[src/design/optical_conv_pkg.sv]
// shared constants, types and tables of the optical conversion controller
package optical_conv_pkg;

  localparam int CLK_HZ = 40_000_000;
  localparam int CLK_MHZ = CLK_HZ / 1_000_000;
  localparam int REG_AW = 8;
  localparam int REG_DW = 8;
  localparam int ADC_W = 19;
  localparam int SLOTS = 6;
  localparam int SLOT_W = 4;
  localparam int AVE_W = 3;
  localparam int SR_W = 5;
  localparam int BIAS_W = 3;
  localparam int RATE_W = 2;
  localparam int ACC_W = ADC_W + 7;
  localparam int SETTLE_W = 9;
  localparam int BURST_W = 23;
  localparam int CYC_W = 8;
  localparam int HIST = 4;
  localparam int THR_W = 8;
  localparam int SIGMA_FRAC = 6;
  localparam int PRED_W = ADC_W + 3;
  localparam int SIG_W = PRED_W + SIGMA_FRAC;
  localparam int GAIN_MAX_SHIFT = 5;

  ////////////////////////////////////////////////////////////////////////////
  localparam logic [REG_AW-1:0] ADDR_CONF3 = 8'h13;
  localparam logic [REG_AW-1:0] ADDR_THRESH = 8'h14;
  localparam logic [REG_AW-1:0] ADDR_BIAS = 8'h15;
  localparam logic [REG_AW-1:0] ADDR_SPIKE = 8'h16;
  localparam logic [REG_DW-1:0] CONF3_RST = 8'h40;
  localparam logic [REG_DW-1:0] THRESH_RST = 8'h00;
  localparam logic [REG_DW-1:0] BIAS_RST = 8'h00;
  localparam logic [REG_DW-1:0] SPIKE_RST = 8'h40;
  localparam logic [REG_DW-1:0] CONF3_MASK = 8'hE7;
  localparam logic [REG_DW-1:0] BIAS_MASK = 8'h07;
  localparam int SETTLE_LSB = 6;
  localparam int FILT_BIT = 5;
  localparam int RATE_LSB = 1;
  localparam int BURST_BIT = 0;
  localparam int LIM_DIS_BIT = 3;
  localparam logic [SLOT_W-1:0] SLOT_NONE = 4'h0;
  localparam logic [SLOT_W-1:0] SLOT_LED1 = 4'h1;
  localparam logic [THR_W-1:0] PROX_SAT = 8'hFF;

  // led settling times in ns, and burst repeat rates in Hz
  localparam int SETTLE_NS_0 = 4000;
  localparam int SETTLE_NS_1 = 6000;
  localparam int SETTLE_NS_2 = 8000;
  localparam int SETTLE_NS_3 = 12000;
  localparam int BURST_HZ_0 = 8;
  localparam int BURST_HZ_1 = 32;
  localparam int BURST_HZ_2 = 84;
  localparam int BURST_HZ_3 = 256;
  localparam int BURST_CYC_0 = CLK_HZ / BURST_HZ_0;
  localparam int BURST_CYC_1 = CLK_HZ / BURST_HZ_1;
  localparam int BURST_CYC_2 = CLK_HZ / BURST_HZ_2;
  localparam int BURST_CYC_3 = CLK_HZ / BURST_HZ_3;

  ////////////////////////////////////////////////////////////////////////////
  typedef enum logic {FILTER_TYPE_A, FILTER_TYPE_B} filter_type_t;
  typedef logic [SLOTS-1:0][SLOT_W-1:0] slot_codes_t;
  typedef struct packed {
    logic on;
    logic order;
    logic [1:0] speed;
    logic [1:0] start;
    logic [1:0] gain;
  } spike_cfg_t;
  typedef struct packed {
    logic ledOn;
    logic [SLOT_W-1:0] slot;
    logic adcStart;
  } led_req_t;
  typedef struct packed {
    logic [SLOT_W-1:0] slot;
    logic [ADC_W-1:0] data;
  } fifo_word_t;
  typedef enum logic [2:0] {S_IDLE, S_SETTLE, S_CONV, S_FILT, S_PUSH}
    conv_state_t;
  typedef struct packed {
    logic [REG_DW-1:0] conf3;
    logic [REG_DW-1:0] thresh;
    logic [REG_DW-1:0] bias;
    logic [REG_DW-1:0] spikeCfg;
    logic [REG_DW-1:0] rdData;
    conv_state_t state;
    logic [2:0] slotIdx;
    logic [SETTLE_W-1:0] settleCnt;
    logic [CYC_W-1:0] cycCnt;
    logic [BURST_W-1:0] burstCnt;
    logic burstArmed;
    logic [SLOTS-1:0][ACC_W-1:0] acc;
    led_req_t led;
    logic proxMode;
    logic proxIrq;
    logic fifoPush;
    fifo_word_t fifoWord;
  } ctrl_state_t;
  typedef struct packed {
    logic [HIST-1:0][ADC_W-1:0] hist;
    logic [2:0] filled;
    logic [SIG_W-1:0] sigma;
    logic outValid;
    logic [ADC_W-1:0] outData;
    logic spike;
  } spike_state_t;

  ////////////////////////////////////////////////////////////////////////////
  function automatic logic [SETTLE_W-1:0] settleCycles(logic [1:0] code);
    int ns;
    case (code)
      2'h0: ns = SETTLE_NS_0;
      2'h1: ns = SETTLE_NS_1;
      2'h2: ns = SETTLE_NS_2;
      default: ns = SETTLE_NS_3;
    endcase
    return SETTLE_W'((ns * CLK_MHZ + 999) / 1000);
  endfunction

  // nibble per repeat rate, rate 3 in the top nibble; 4'h8 means disabled
  function automatic logic [3:0] burstLimit(logic [SR_W-1:0] sr,
                                            logic [RATE_W-1:0] rate);
    logic [15:0] row;
    case (sr)
      5'h00, 5'h06, 5'h0C: row = 16'h8881;
      5'h01, 5'h07, 5'h0D: row = 16'h8802;
      5'h02, 5'h03, 5'h08, 5'h09: row = 16'h8813;
      5'h04: row = 16'h8024;
      5'h05: row = 16'h8135;
      5'h0B: row = 16'h8880;
      5'h0E: row = 16'h8013;
      5'h0F: row = 16'h8124;
      5'h10: row = 16'h8235;
      5'h11: row = 16'h0346;
      5'h12: row = 16'h1457;
      5'h13: row = 16'h2567;
      default: row = 16'h8888;
    endcase
    return row[{rate, 2'h0} +: 4];
  endfunction

  function automatic int devShift(logic [1:0] code);
    return 6 - int'(code);
  endfunction

  function automatic int gainShift(logic [1:0] code);
    return 2 + int'(code);
  endfunction

  function automatic logic [6:0] startSigma(logic [1:0] code);
    case (code)
      2'h0: return 7'h40;
      2'h1: return 7'h30;
      2'h2: return 7'h20;
      default: return 7'h18;
    endcase
  endfunction

endpackage

[src/design/optical_conv_ctrl.sv]
// conversion sequencer, burst, proximity and spike control of the readout
//
// Overview of operation
// - wait 4, 6, 8 or 12 us after LED on before integration, default 01.
// - filter select bit 0 picks filter type A, 1 picks type B.
// - burst repeat rate codes 0..3 give 8, 32, 84, 256 Hz.
// - with burst off, conversion cycles run continuously at the sample rate.
// - with burst on, conversions run at sample rate then idle until next burst.
// - with burst on, averaging count gives conversions per burst.
// - each burst ends with one averaged result per used slot into the FIFO.
// - burst size too large is cut to the table limit; disabled allows none.
// - sample rate too slow for the repeat rate clears the burst bit.
// - one conversion cycle walks the used sequence slots in order, skipping empty ones.
// - burst bit 0 disables, 1 enables burst conversion.
// - LED1 result at or above threshold leaves proximity mode, raises interrupt.
// - threshold compares against the 8 upper bits of the ADC count.
// - threshold 0xFF fires only on a saturated ADC result.
// - spike replacement runs only while its enable bit is 1, reset 0.
// - prediction uses last sample or a line through the previous four.
// - prediction order 0 is last sample, 1 (reset) is four-point line.
// - filter speed field sets deviation filter bandwidth, lowest narrowest.
// - deviation filter coefficient is 1/64, 1/32, 1/16 or 1/8.
// - spike when difference exceeds deviation times 4, 8, 16 or 32.
// - averaging counts are powers of two, 000 none, 111 is 128.
`timescale 1ns/1ps
`default_nettype none

module optical_conv_ctrl
  import optical_conv_pkg::*;
#(
  parameter int unsigned BurstCyc8Hz = BURST_CYC_0,
  parameter int unsigned BurstCyc32Hz = BURST_CYC_1,
  parameter int unsigned BurstCyc84Hz = BURST_CYC_2,
  parameter int unsigned BurstCyc256Hz = BURST_CYC_3
)(
  // clock and reset
  input wire logic clk,
  input wire logic rstn,
  // register port from the serial interface
  input wire logic [REG_AW-1:0] regAddr,
  input wire logic regWrEn,
  input wire logic [REG_DW-1:0] regWrData,
  input wire logic regRdEn,
  output logic [REG_DW-1:0] regRdData,
  // settings held in neighbouring registers
  input wire logic [SR_W-1:0] sampleRateCode,
  input wire logic [AVE_W-1:0] sampleAveragingCount,
  input wire slot_codes_t sequenceSlots,
  // sample timebase from the sampling clock
  input wire logic sampleTick,
  // led drivers and photodiode front end
  output var led_req_t ledReq,
  input wire logic adcValid,
  input wire logic [ADC_W-1:0] adcData,
  // proximity
  input wire logic proxArm,
  output logic proxMode,
  output logic proxIrq,
  // fifo write side
  output logic fifoPush,
  output var fifo_word_t fifoWord,
  // static settings toward the analog side
  output var filter_type_t filterTypeSelect,
  output logic [BIAS_W-1:0] photodiodeBiasCode,
  output logic burstActive
);

  ctrl_state_t s_r, s_nxt;
  spike_cfg_t spkCfg;
  logic [SLOTS-1:0] spkInValid;
  logic [SLOTS-1:0] spkOutValid;
  logic [SLOTS-1:0] spkSeen;
  logic [SLOTS-1:0][ADC_W-1:0] spkOut;
  logic [3:0] curLimit;
  logic [3:0] newLimit;
  logic burstOn;
  logic [AVE_W-1:0] aveEff;
  logic [CYC_W-1:0] target;
  logic [3:0] firstSlot;
  logic [3:0] afterSlot;
  logic [SLOT_W-1:0] curCode;
  logic proxHit;
  logic [BURST_W-1:0] period;

  ////////////////////////////////////////////////////////////////////////////
  function automatic logic [BURST_W-1:0] burstPeriod(logic [RATE_W-1:0] rate);
    case (rate)
      2'h0: return BURST_W'(BurstCyc8Hz);
      2'h1: return BURST_W'(BurstCyc32Hz);
      2'h2: return BURST_W'(BurstCyc84Hz);
      default: return BURST_W'(BurstCyc256Hz);
    endcase
  endfunction

  // lowest used slot at or after 'from'; bit 3 set when one exists
  function automatic logic [3:0] nextSlot(slot_codes_t sl, logic [3:0] from);
    logic [3:0] res;
    res = 4'h0;
    for (int i = SLOTS - 1; i >= 0; i--) begin
      if (4'(i) >= from && sl[i] != SLOT_NONE) begin
        res = {1'b1, 3'(i)};
      end
    end
    return res;
  endfunction

  ////////////////////////////////////////////////////////////////////////////
  // one predictor per sequence slot, so slots never mix their history
  assign spkCfg = spike_cfg_t'(s_r.spikeCfg);

  for (genvar g = 0; g < SLOTS; g++) begin : g_spike
    assign spkInValid[g] = s_r.state == S_CONV && adcValid
                           && s_r.slotIdx == 3'(g);
    spike_fix u_spike (
      .clk(clk),
      .rstn(rstn),
      .cfg(spkCfg),
      .inValid(spkInValid[g]),
      .inData(adcData),
      .outValid(spkOutValid[g]),
      .outData(spkOut[g]),
      .spikeSeen(spkSeen[g])
    );
  end

  ////////////////////////////////////////////////////////////////////////////
  always_comb begin
    s_nxt = s_r;
    s_nxt.led.adcStart = 1'b0;
    s_nxt.proxIrq = 1'b0;
    s_nxt.fifoPush = 1'b0;

    curLimit = burstLimit(sampleRateCode, s_r.conf3[RATE_LSB +: RATE_W]);
    burstOn = s_r.conf3[BURST_BIT] && !curLimit[LIM_DIS_BIT];
    if (burstOn && sampleAveragingCount > curLimit[AVE_W-1:0]) begin
      aveEff = curLimit[AVE_W-1:0];
    end else begin
      aveEff = sampleAveragingCount;
    end
    target = CYC_W'(1) << aveEff;
    period = burstPeriod(s_r.conf3[RATE_LSB +: RATE_W]);
    firstSlot = nextSlot(sequenceSlots, 4'h0);
    afterSlot = nextSlot(sequenceSlots, {1'b0, s_r.slotIdx} + 4'h1);
    curCode = sequenceSlots[s_r.slotIdx];
    if (s_r.thresh == PROX_SAT) begin
      proxHit = &adcData;
    end else begin
      proxHit = adcData[ADC_W-1 -: THR_W] >= s_r.thresh[THR_W-1:0];
    end

    // register port; a read in a write cycle returns the old value
    if (regWrEn) begin
      if (regAddr == ADDR_CONF3) begin
        s_nxt.conf3 = regWrData & CONF3_MASK;
      end else if (regAddr == ADDR_THRESH) begin
        s_nxt.thresh = regWrData;
      end else if (regAddr == ADDR_BIAS) begin
        s_nxt.bias = regWrData & BIAS_MASK;
      end else if (regAddr == ADDR_SPIKE) begin
        s_nxt.spikeCfg = regWrData;
      end
    end
    newLimit = burstLimit(sampleRateCode, s_nxt.conf3[RATE_LSB +: RATE_W]);
    if (newLimit[LIM_DIS_BIT]) begin
      s_nxt.conf3[BURST_BIT] = 1'b0;
    end
    if (regRdEn) begin
      if (regAddr == ADDR_CONF3) begin
        s_nxt.rdData = s_r.conf3;
      end else if (regAddr == ADDR_THRESH) begin
        s_nxt.rdData = s_r.thresh;
      end else if (regAddr == ADDR_BIAS) begin
        s_nxt.rdData = s_r.bias;
      end else if (regAddr == ADDR_SPIKE) begin
        s_nxt.rdData = s_r.spikeCfg;
      end else begin
        s_nxt.rdData = '0;
      end
    end

    // conversion sequencer; sample ticks that land while busy are dropped
    case (s_r.state)
      S_IDLE: begin
        if (sampleTick && (!burstOn || s_r.burstArmed) && firstSlot[3]) begin
          s_nxt.slotIdx = firstSlot[2:0];
          s_nxt.settleCnt = settleCycles(
            s_r.conf3[SETTLE_LSB +: 2]) - SETTLE_W'(1);
          s_nxt.led.ledOn = 1'b1;
          s_nxt.led.slot = sequenceSlots[firstSlot[2:0]];
          s_nxt.state = S_SETTLE;
        end
      end
      S_SETTLE: begin
        if (s_r.settleCnt == '0) begin
          s_nxt.led.adcStart = 1'b1;
          s_nxt.state = S_CONV;
        end else begin
          s_nxt.settleCnt = s_r.settleCnt - SETTLE_W'(1);
        end
      end
      S_CONV: begin
        if (adcValid) begin
          s_nxt.led.ledOn = 1'b0;
          if (curCode == SLOT_LED1 && s_r.proxMode && proxHit) begin
            s_nxt.proxMode = 1'b0;
            s_nxt.proxIrq = 1'b1;
          end
          s_nxt.state = S_FILT;
        end
      end
      S_FILT: begin
        if (spkOutValid[s_r.slotIdx]) begin
          s_nxt.acc[s_r.slotIdx] = s_r.acc[s_r.slotIdx]
                                   + ACC_W'(spkOut[s_r.slotIdx]);
          if (afterSlot[3]) begin
            s_nxt.slotIdx = afterSlot[2:0];
            s_nxt.settleCnt = settleCycles(
              s_r.conf3[SETTLE_LSB +: 2]) - SETTLE_W'(1);
            s_nxt.led.ledOn = 1'b1;
            s_nxt.led.slot = sequenceSlots[afterSlot[2:0]];
            s_nxt.state = S_SETTLE;
          end else if (s_r.cycCnt == target - CYC_W'(1)) begin
            s_nxt.cycCnt = '0;
            s_nxt.slotIdx = '0;
            s_nxt.state = S_PUSH;
          end else begin
            s_nxt.cycCnt = s_r.cycCnt + CYC_W'(1);
            s_nxt.state = S_IDLE;
          end
        end
      end
      S_PUSH: begin
        if (curCode != SLOT_NONE) begin
          s_nxt.fifoPush = 1'b1;
          s_nxt.fifoWord.slot = curCode;
          s_nxt.fifoWord.data = ADC_W'(s_r.acc[s_r.slotIdx] >> aveEff);
        end
        s_nxt.acc[s_r.slotIdx] = '0;
        if (s_r.slotIdx == 3'(SLOTS - 1)) begin
          s_nxt.burstArmed = 1'b0;
          s_nxt.state = S_IDLE;
        end else begin
          s_nxt.slotIdx = s_r.slotIdx + 3'h1;
        end
      end
      default: begin
        s_nxt.state = S_IDLE;
      end
    endcase

    // burst timer runs after the sequencer so a new period beats the clear
    if (!burstOn) begin
      s_nxt.burstCnt = '0;
      s_nxt.burstArmed = 1'b0;
    end else if (s_r.burstCnt >= period - BURST_W'(1)) begin
      s_nxt.burstCnt = '0;
      s_nxt.burstArmed = 1'b1;
    end else begin
      s_nxt.burstCnt = s_r.burstCnt + BURST_W'(1);
    end

    // arming wins over a hit in the same cycle
    if (proxArm) begin
      s_nxt.proxMode = 1'b1;
    end
  end

  always_ff @(posedge clk or negedge rstn) begin
    if (!rstn) begin
      s_r <= '0;
      s_r.conf3 <= CONF3_RST;
      s_r.thresh <= THRESH_RST;
      s_r.bias <= BIAS_RST;
      s_r.spikeCfg <= SPIKE_RST;
    end else begin
      s_r <= s_nxt;
    end
  end

  ////////////////////////////////////////////////////////////////////////////
  assign regRdData = s_r.rdData;
  assign ledReq = s_r.led;
  assign proxMode = s_r.proxMode;
  assign proxIrq = s_r.proxIrq;
  assign fifoPush = s_r.fifoPush;
  assign fifoWord = s_r.fifoWord;
  assign filterTypeSelect = filter_type_t'(s_r.conf3[FILT_BIT]);
  assign photodiodeBiasCode = s_r.bias[BIAS_W-1:0];
  assign burstActive = s_r.conf3[BURST_BIT];

endmodule // optical_conv_ctrl

`default_nettype wire

[src/design/spike_fix.sv]
// spike detect-and-replace for one sample stream
`timescale 1ns/1ps
`default_nettype none

module spike_fix
  import optical_conv_pkg::*;
(
  // clock and reset
  input wire logic clk,
  input wire logic rstn,
  // settings
  input wire spike_cfg_t cfg,
  // sample in
  input wire logic inValid,
  input wire logic [ADC_W-1:0] inData,
  // sample out, one cycle later
  output logic outValid,
  output logic [ADC_W-1:0] outData,
  output logic spikeSeen
);

  spike_state_t s_r, s_nxt;
  logic signed [PRED_W-1:0] lin, diff;
  logic [ADC_W-1:0] pred;
  logic [PRED_W-1:0] dev;
  logic [SIG_W-1:0] devFix;
  logic signed [SIG_W:0] delta;
  logic [SIG_W+GAIN_MAX_SHIFT-1:0] limit;
  logic hit;

  always_comb begin
    s_nxt = s_r;
    s_nxt.outValid = inValid;
    // straight line through the last four, evaluated one step ahead
    lin = ($signed({2'b00, s_r.hist[0], 1'b0}) + $signed({3'b000, s_r.hist[1]})
          - $signed({3'b000, s_r.hist[3]})) >>> 1;
    if (!cfg.order || s_r.filled < 3'(HIST)) begin
      pred = s_r.hist[0];
    end else if (lin < 0) begin
      pred = '0;
    end else if (lin > $signed({3'b000, {ADC_W{1'b1}}})) begin
      pred = {ADC_W{1'b1}};
    end else begin
      pred = lin[ADC_W-1:0];
    end
    diff = $signed({3'b000, inData}) - $signed({3'b000, pred});
    dev = (diff < 0) ? PRED_W'(-diff) : PRED_W'(diff);
    devFix = {dev, {SIGMA_FRAC{1'b0}}};
    delta = $signed({1'b0, devFix}) - $signed({1'b0, s_r.sigma});
    limit = {{GAIN_MAX_SHIFT{1'b0}}, s_r.sigma} << gainShift(cfg.gain);
    hit = cfg.on && s_r.filled == 3'(HIST)
          && {{GAIN_MAX_SHIFT{1'b0}}, devFix} > limit;
    if (!cfg.on) begin
      s_nxt.sigma = SIG_W'(startSigma(cfg.start)) << SIGMA_FRAC;
    end
    if (inValid) begin
      s_nxt.spike = hit;
      s_nxt.outData = hit ? pred : inData;
      s_nxt.hist = {s_r.hist[HIST-2:0], s_nxt.outData};
      if (s_r.filled != 3'(HIST)) begin
        s_nxt.filled = s_r.filled + 3'h1;
      end
      if (cfg.on) begin
        s_nxt.sigma = SIG_W'($signed({1'b0, s_r.sigma})
                      + (delta >>> devShift(cfg.speed)));
      end
    end
  end

  always_ff @(posedge clk or negedge rstn) begin
    if (!rstn) begin
      s_r <= '0;
    end else begin
      s_r <= s_nxt;
    end
  end

  assign outValid = s_r.outValid;
  assign outData = s_r.outData;
  assign spikeSeen = s_r.spike;

endmodule // spike_fix

`default_nettype wire

[config.mk]
export PLATFORM = sky130hd
export DESIGN_NAME = optical_conv_ctrl
export DESIGN_NICKNAME = d
export VERILOG_FILES = /design/src/design/optical_conv_pkg.sv /design/src/design/optical_conv_ctrl.sv /design/src/design/spike_fix.sv
export SDC_FILE = /design/constraint.sdc
export NUM_CORES = 2
export LEC_CHECK = 0
export BUFFER_PORTS_ARGS = -buffer_cell sky130_fd_sc_hd__buf_2
export CORE_MARGIN = 2
export CORE_UTILIZATION = 35
export DETAILED_ROUTE_END_ITERATION = 8
export GPL_TIMING_DRIVEN = 0
export SLEW_MARGIN = 40
export SYNTH_ARGS = -nofsm -noshare
export SYNTH_HDL_FRONTEND = slang
export SYNTH_HIERARCHICAL = 1
export SYNTH_SLANG_ARGS = --single-unit
[constraint.sdc]
create_clock -name clk -period 32.5 [get_ports clk]
set_input_delay 1.625 -clock clk [delete_from_list [all_inputs] [get_ports clk]]
set_output_delay 1.625 -clock clk [all_outputs]
set_load 0.005 [all_outputs]
==> flow_metrics.env <==
export IMPL_hold_buffers=0
export IMPL_min_path_type="reg2reg"
export IMPL_cts_tree="built"
export IMPL_ys_warn_count=6
export IMPL_coreArea_um2=263000
export IMPL_rsz0062_at_grt="false"
export IMPL_grtUsageTotal_pct=21.6
export IMPL_clock_root_buffer="clkbuf_16"
export IMPL_first_pass_iters=6
export IMPL_relSlewSlack_pct=39.6
export IMPL_post_drt_wl_per_cell_um=20.3
export IMPL_cts_max_level=3
export IMPL_reg2reg_to="g_spike[0].u_spike/s_r[48]"
export IMPL_status="finished clean"
export IMPL_die_w_um=518
export IMPL_grt_overflow=0
export IMPL_synth_avg_cell_area_um2=8.55
export IMPL_fin_worst_skew_ns=0.0667
export IMPL_maxSlewViolCount=0
export IMPL_ctsResizeCount=0
export IMPL_required_ns=33.19
export IMPL_drc=0
export IMPL_place_congestion=0.923
export IMPL_cts_sinks=916
export IMPL_layout_nets=12100
export IMPL_grt_start_max_net_pins=98
export IMPL_drtIter0Drc=7074
export IMPL_setup_viol=0
export IMPL_viasPerCell=5.53
export IMPL_dp_cells=14500
export IMPL_worstHoldStart="g_spike[1].u_spike/s_r[91]"
export IMPL_ff2ff_setup_slack_ns=19.69
export IMPL_critPathMaxStageDelay_ns=0.57
export IMPL_cts_made_buffers=111
export IMPL_antenna_found_initial=18
export IMPL_grt_pass1_vias=77600
export IMPL_regToRegStartpoint="g_spike[0].u_spike/outData[1]"
export IMPL_dieArea_um2=269000
export IMPL_rows=188
export IMPL_dp_hpwl_um=230000
export IMPL_clk_pin_slew_ns=0.07
export IMPL_port_buffer_count=116
export IMPL_num_vias=81400
export IMPL_crit_slowest_cell="fa_1"
export IMPL_drive_gt1_share_pct=12.1
export IMPL_hold_violations=0
export IMPL_max_freq_ghz=0.0781
export IMPL_clockBufferDepth=3
export IMPL_worstSetupPathType="reg2reg"
export IMPL_worstRegToRegCells=57
export IMPL_n_fill_cell=26900
export IMPL_worstMarginPinSlew_ns=0.906
export IMPL_cp_start_kind="flop"
export IMPL_worstPathArrival_ns=13.50
export IMPL_area_growth_pct=10.5
export IMPL_fin_crit_sh_pct=39.4
export IMPL_min_to="g_spike[1].u_spike/s_r[110]"
export IMPL_maxCapViolations=0
export IMPL_drtAntennaViolNets=0
export IMPL_critPathCaptureType="flop"
export IMPL_routed_wl_um=299000
export IMPL_cp_max_fo=10
export IMPL_postCtsSetupBuffers=0
export IMPL_holdPathStages=2
export IMPL_synth_area_um2=92600
export IMPL_fin_tns_setup_ns=0
export IMPL_start_util_pct=35.2
export IMPL_die_height_um=518
export IMPL_insertion_delay_ns=0.80
export IMPL_layout_cells_non_filler=14700
export IMPL_finalCriticalPeriod_ns=12.81
export IMPL_ios=119
export IMPL_synthCells=10800
export IMPL_cpMostUsedCell="nor2_1"
export IMPL_grt_first_pass_wirelength_um=463000
-- area by class of cell --
| type | count | area (um^2) | share of cell area [%] |
|---|---|---|---|
| multi-input cells | 8287 | 63000 | 61.6 |
| flip-flops and latches | 916 | 23000 | 22.4 |
| well taps | 3515 | 4400 | 4.30 |
| inverters | 1045 | 3920 | 3.83 |
| clock buffers | 144 | 3050 | 2.98 |
| plain buffers | 597 | 2890 | 2.82 |
| repair buffers | 135 | 1110 | 1.09 |
| clock inverters | 64 | 961 | 0.939 |
| diodes | 9 | 22.5 | 0.0220 |
-- flip-flops by register name (all words and copies together) (netlist names) --
register                  flops
g_spike.u_spike/s_r         528
spkCfg                        8
photodiodeBiasCode            3
regRdData                     8
fifoPush                      1
ledReq                        6
filterTypeSelect              1
g_spike.u_spike/outData     114
fifoWord                     23
burstActive                   1
s_r                         215
g_spike.u_spike/outValid      6
proxMode                      1
proxIrq                       1
-- stage by stage --
step	hold WS [ns]	util (%)	setup slack [ns]	instance area [um^2]
floorplan	0.447	-	22.10	92600
global placement	0.455	37.2	8.22	97600
detailed placement	0.468	37.4	20.04	98200
CTS	0.477	38.9	19.93	102000
global route	0.501	38.9	18.91	102000
finish	0.472	38.9	19.69	102000
-- critical path, delay by kind of cell (launching register included) --
family | cells | cell delay, ns
AOI/OAI and AO/OA | 27 | 6.00
and+or+nand+nor | 18 | 2.81
adders and majority gates | 5 | 1.92
buffers and inverters | 4 | 0.84
DFF | 1 | 0.51
xor gates and xnor gates | 2 | 0.31
muxes | 1 | 0.29
-- cell usage in the layout (no fill, tap or decap), drive strengths merged, types with 52 or more instances in the layout --
| cell type | count |
|---|---|
| a211oi | 138 |
| a21o | 257 |
| a21oi | 780 |
| a22o | 65 |
| a22oi | 150 |
| a31oi | 133 |
| and2 | 126 |
| and3 | 60 |
| buf | 365 |
| clkbuf | 511 |
| dfrtp | 914 |
| fa | 121 |
| ha | 788 |
| inv | 1051 |
| mux2 | 415 |
| mux2i | 462 |
| mux4 | 96 |
| nand2 | 941 |
| nand2b | 98 |
| nand3 | 238 |
| nand4 | 58 |
| nor2 | 624 |
| nor2b | 167 |
| nor3 | 148 |
| o211ai | 75 |
| o21a | 111 |
| o21ai | 753 |
| o21bai | 56 |
| o31ai | 85 |
| or2 | 52 |
| or3 | 61 |
| xnor2 | 446 |
| xor2 | 158 |
-- per-layer routing --
metal	vias to the layer above	global-route usage [%]	wire length (um)
met3	415	2.83	18800
met4	4	7.09	10800
met5	-	0	26
li1	39000	-	-
met2	2557	33.8	130000
met1	39400	30.6	139000
-- how the worst max path moves through the flow --
stage	startpoint	to	slack (ns)	cells past startpoint
3_5_place_dp	g_spike[0].u_spike/outData[1]	g_spike[0].u_spike/s_r[48]	20.04	57
2_1_floorplan	g_spike[0].u_spike/s_r[84]	g_spike[0].u_spike/s_r[48]	22.10	57
4_1_cts	g_spike[0].u_spike/outData[1]	g_spike[0].u_spike/s_r[48]	19.93	57
5_1_grt	g_spike[0].u_spike/outData[1]	g_spike[0].u_spike/s_r[48]	18.91	57
6_report	g_spike[0].u_spike/outData[1]	g_spike[0].u_spike/s_r[48]	19.69	57
3_3_place_gp	rstn	g_spike[4].u_spike/s_r[23]	8.22	1
Power is left out: the tool's default activity adds up to more than one toggle a clock period on the data nets, which glitch-free logic cannot reach.
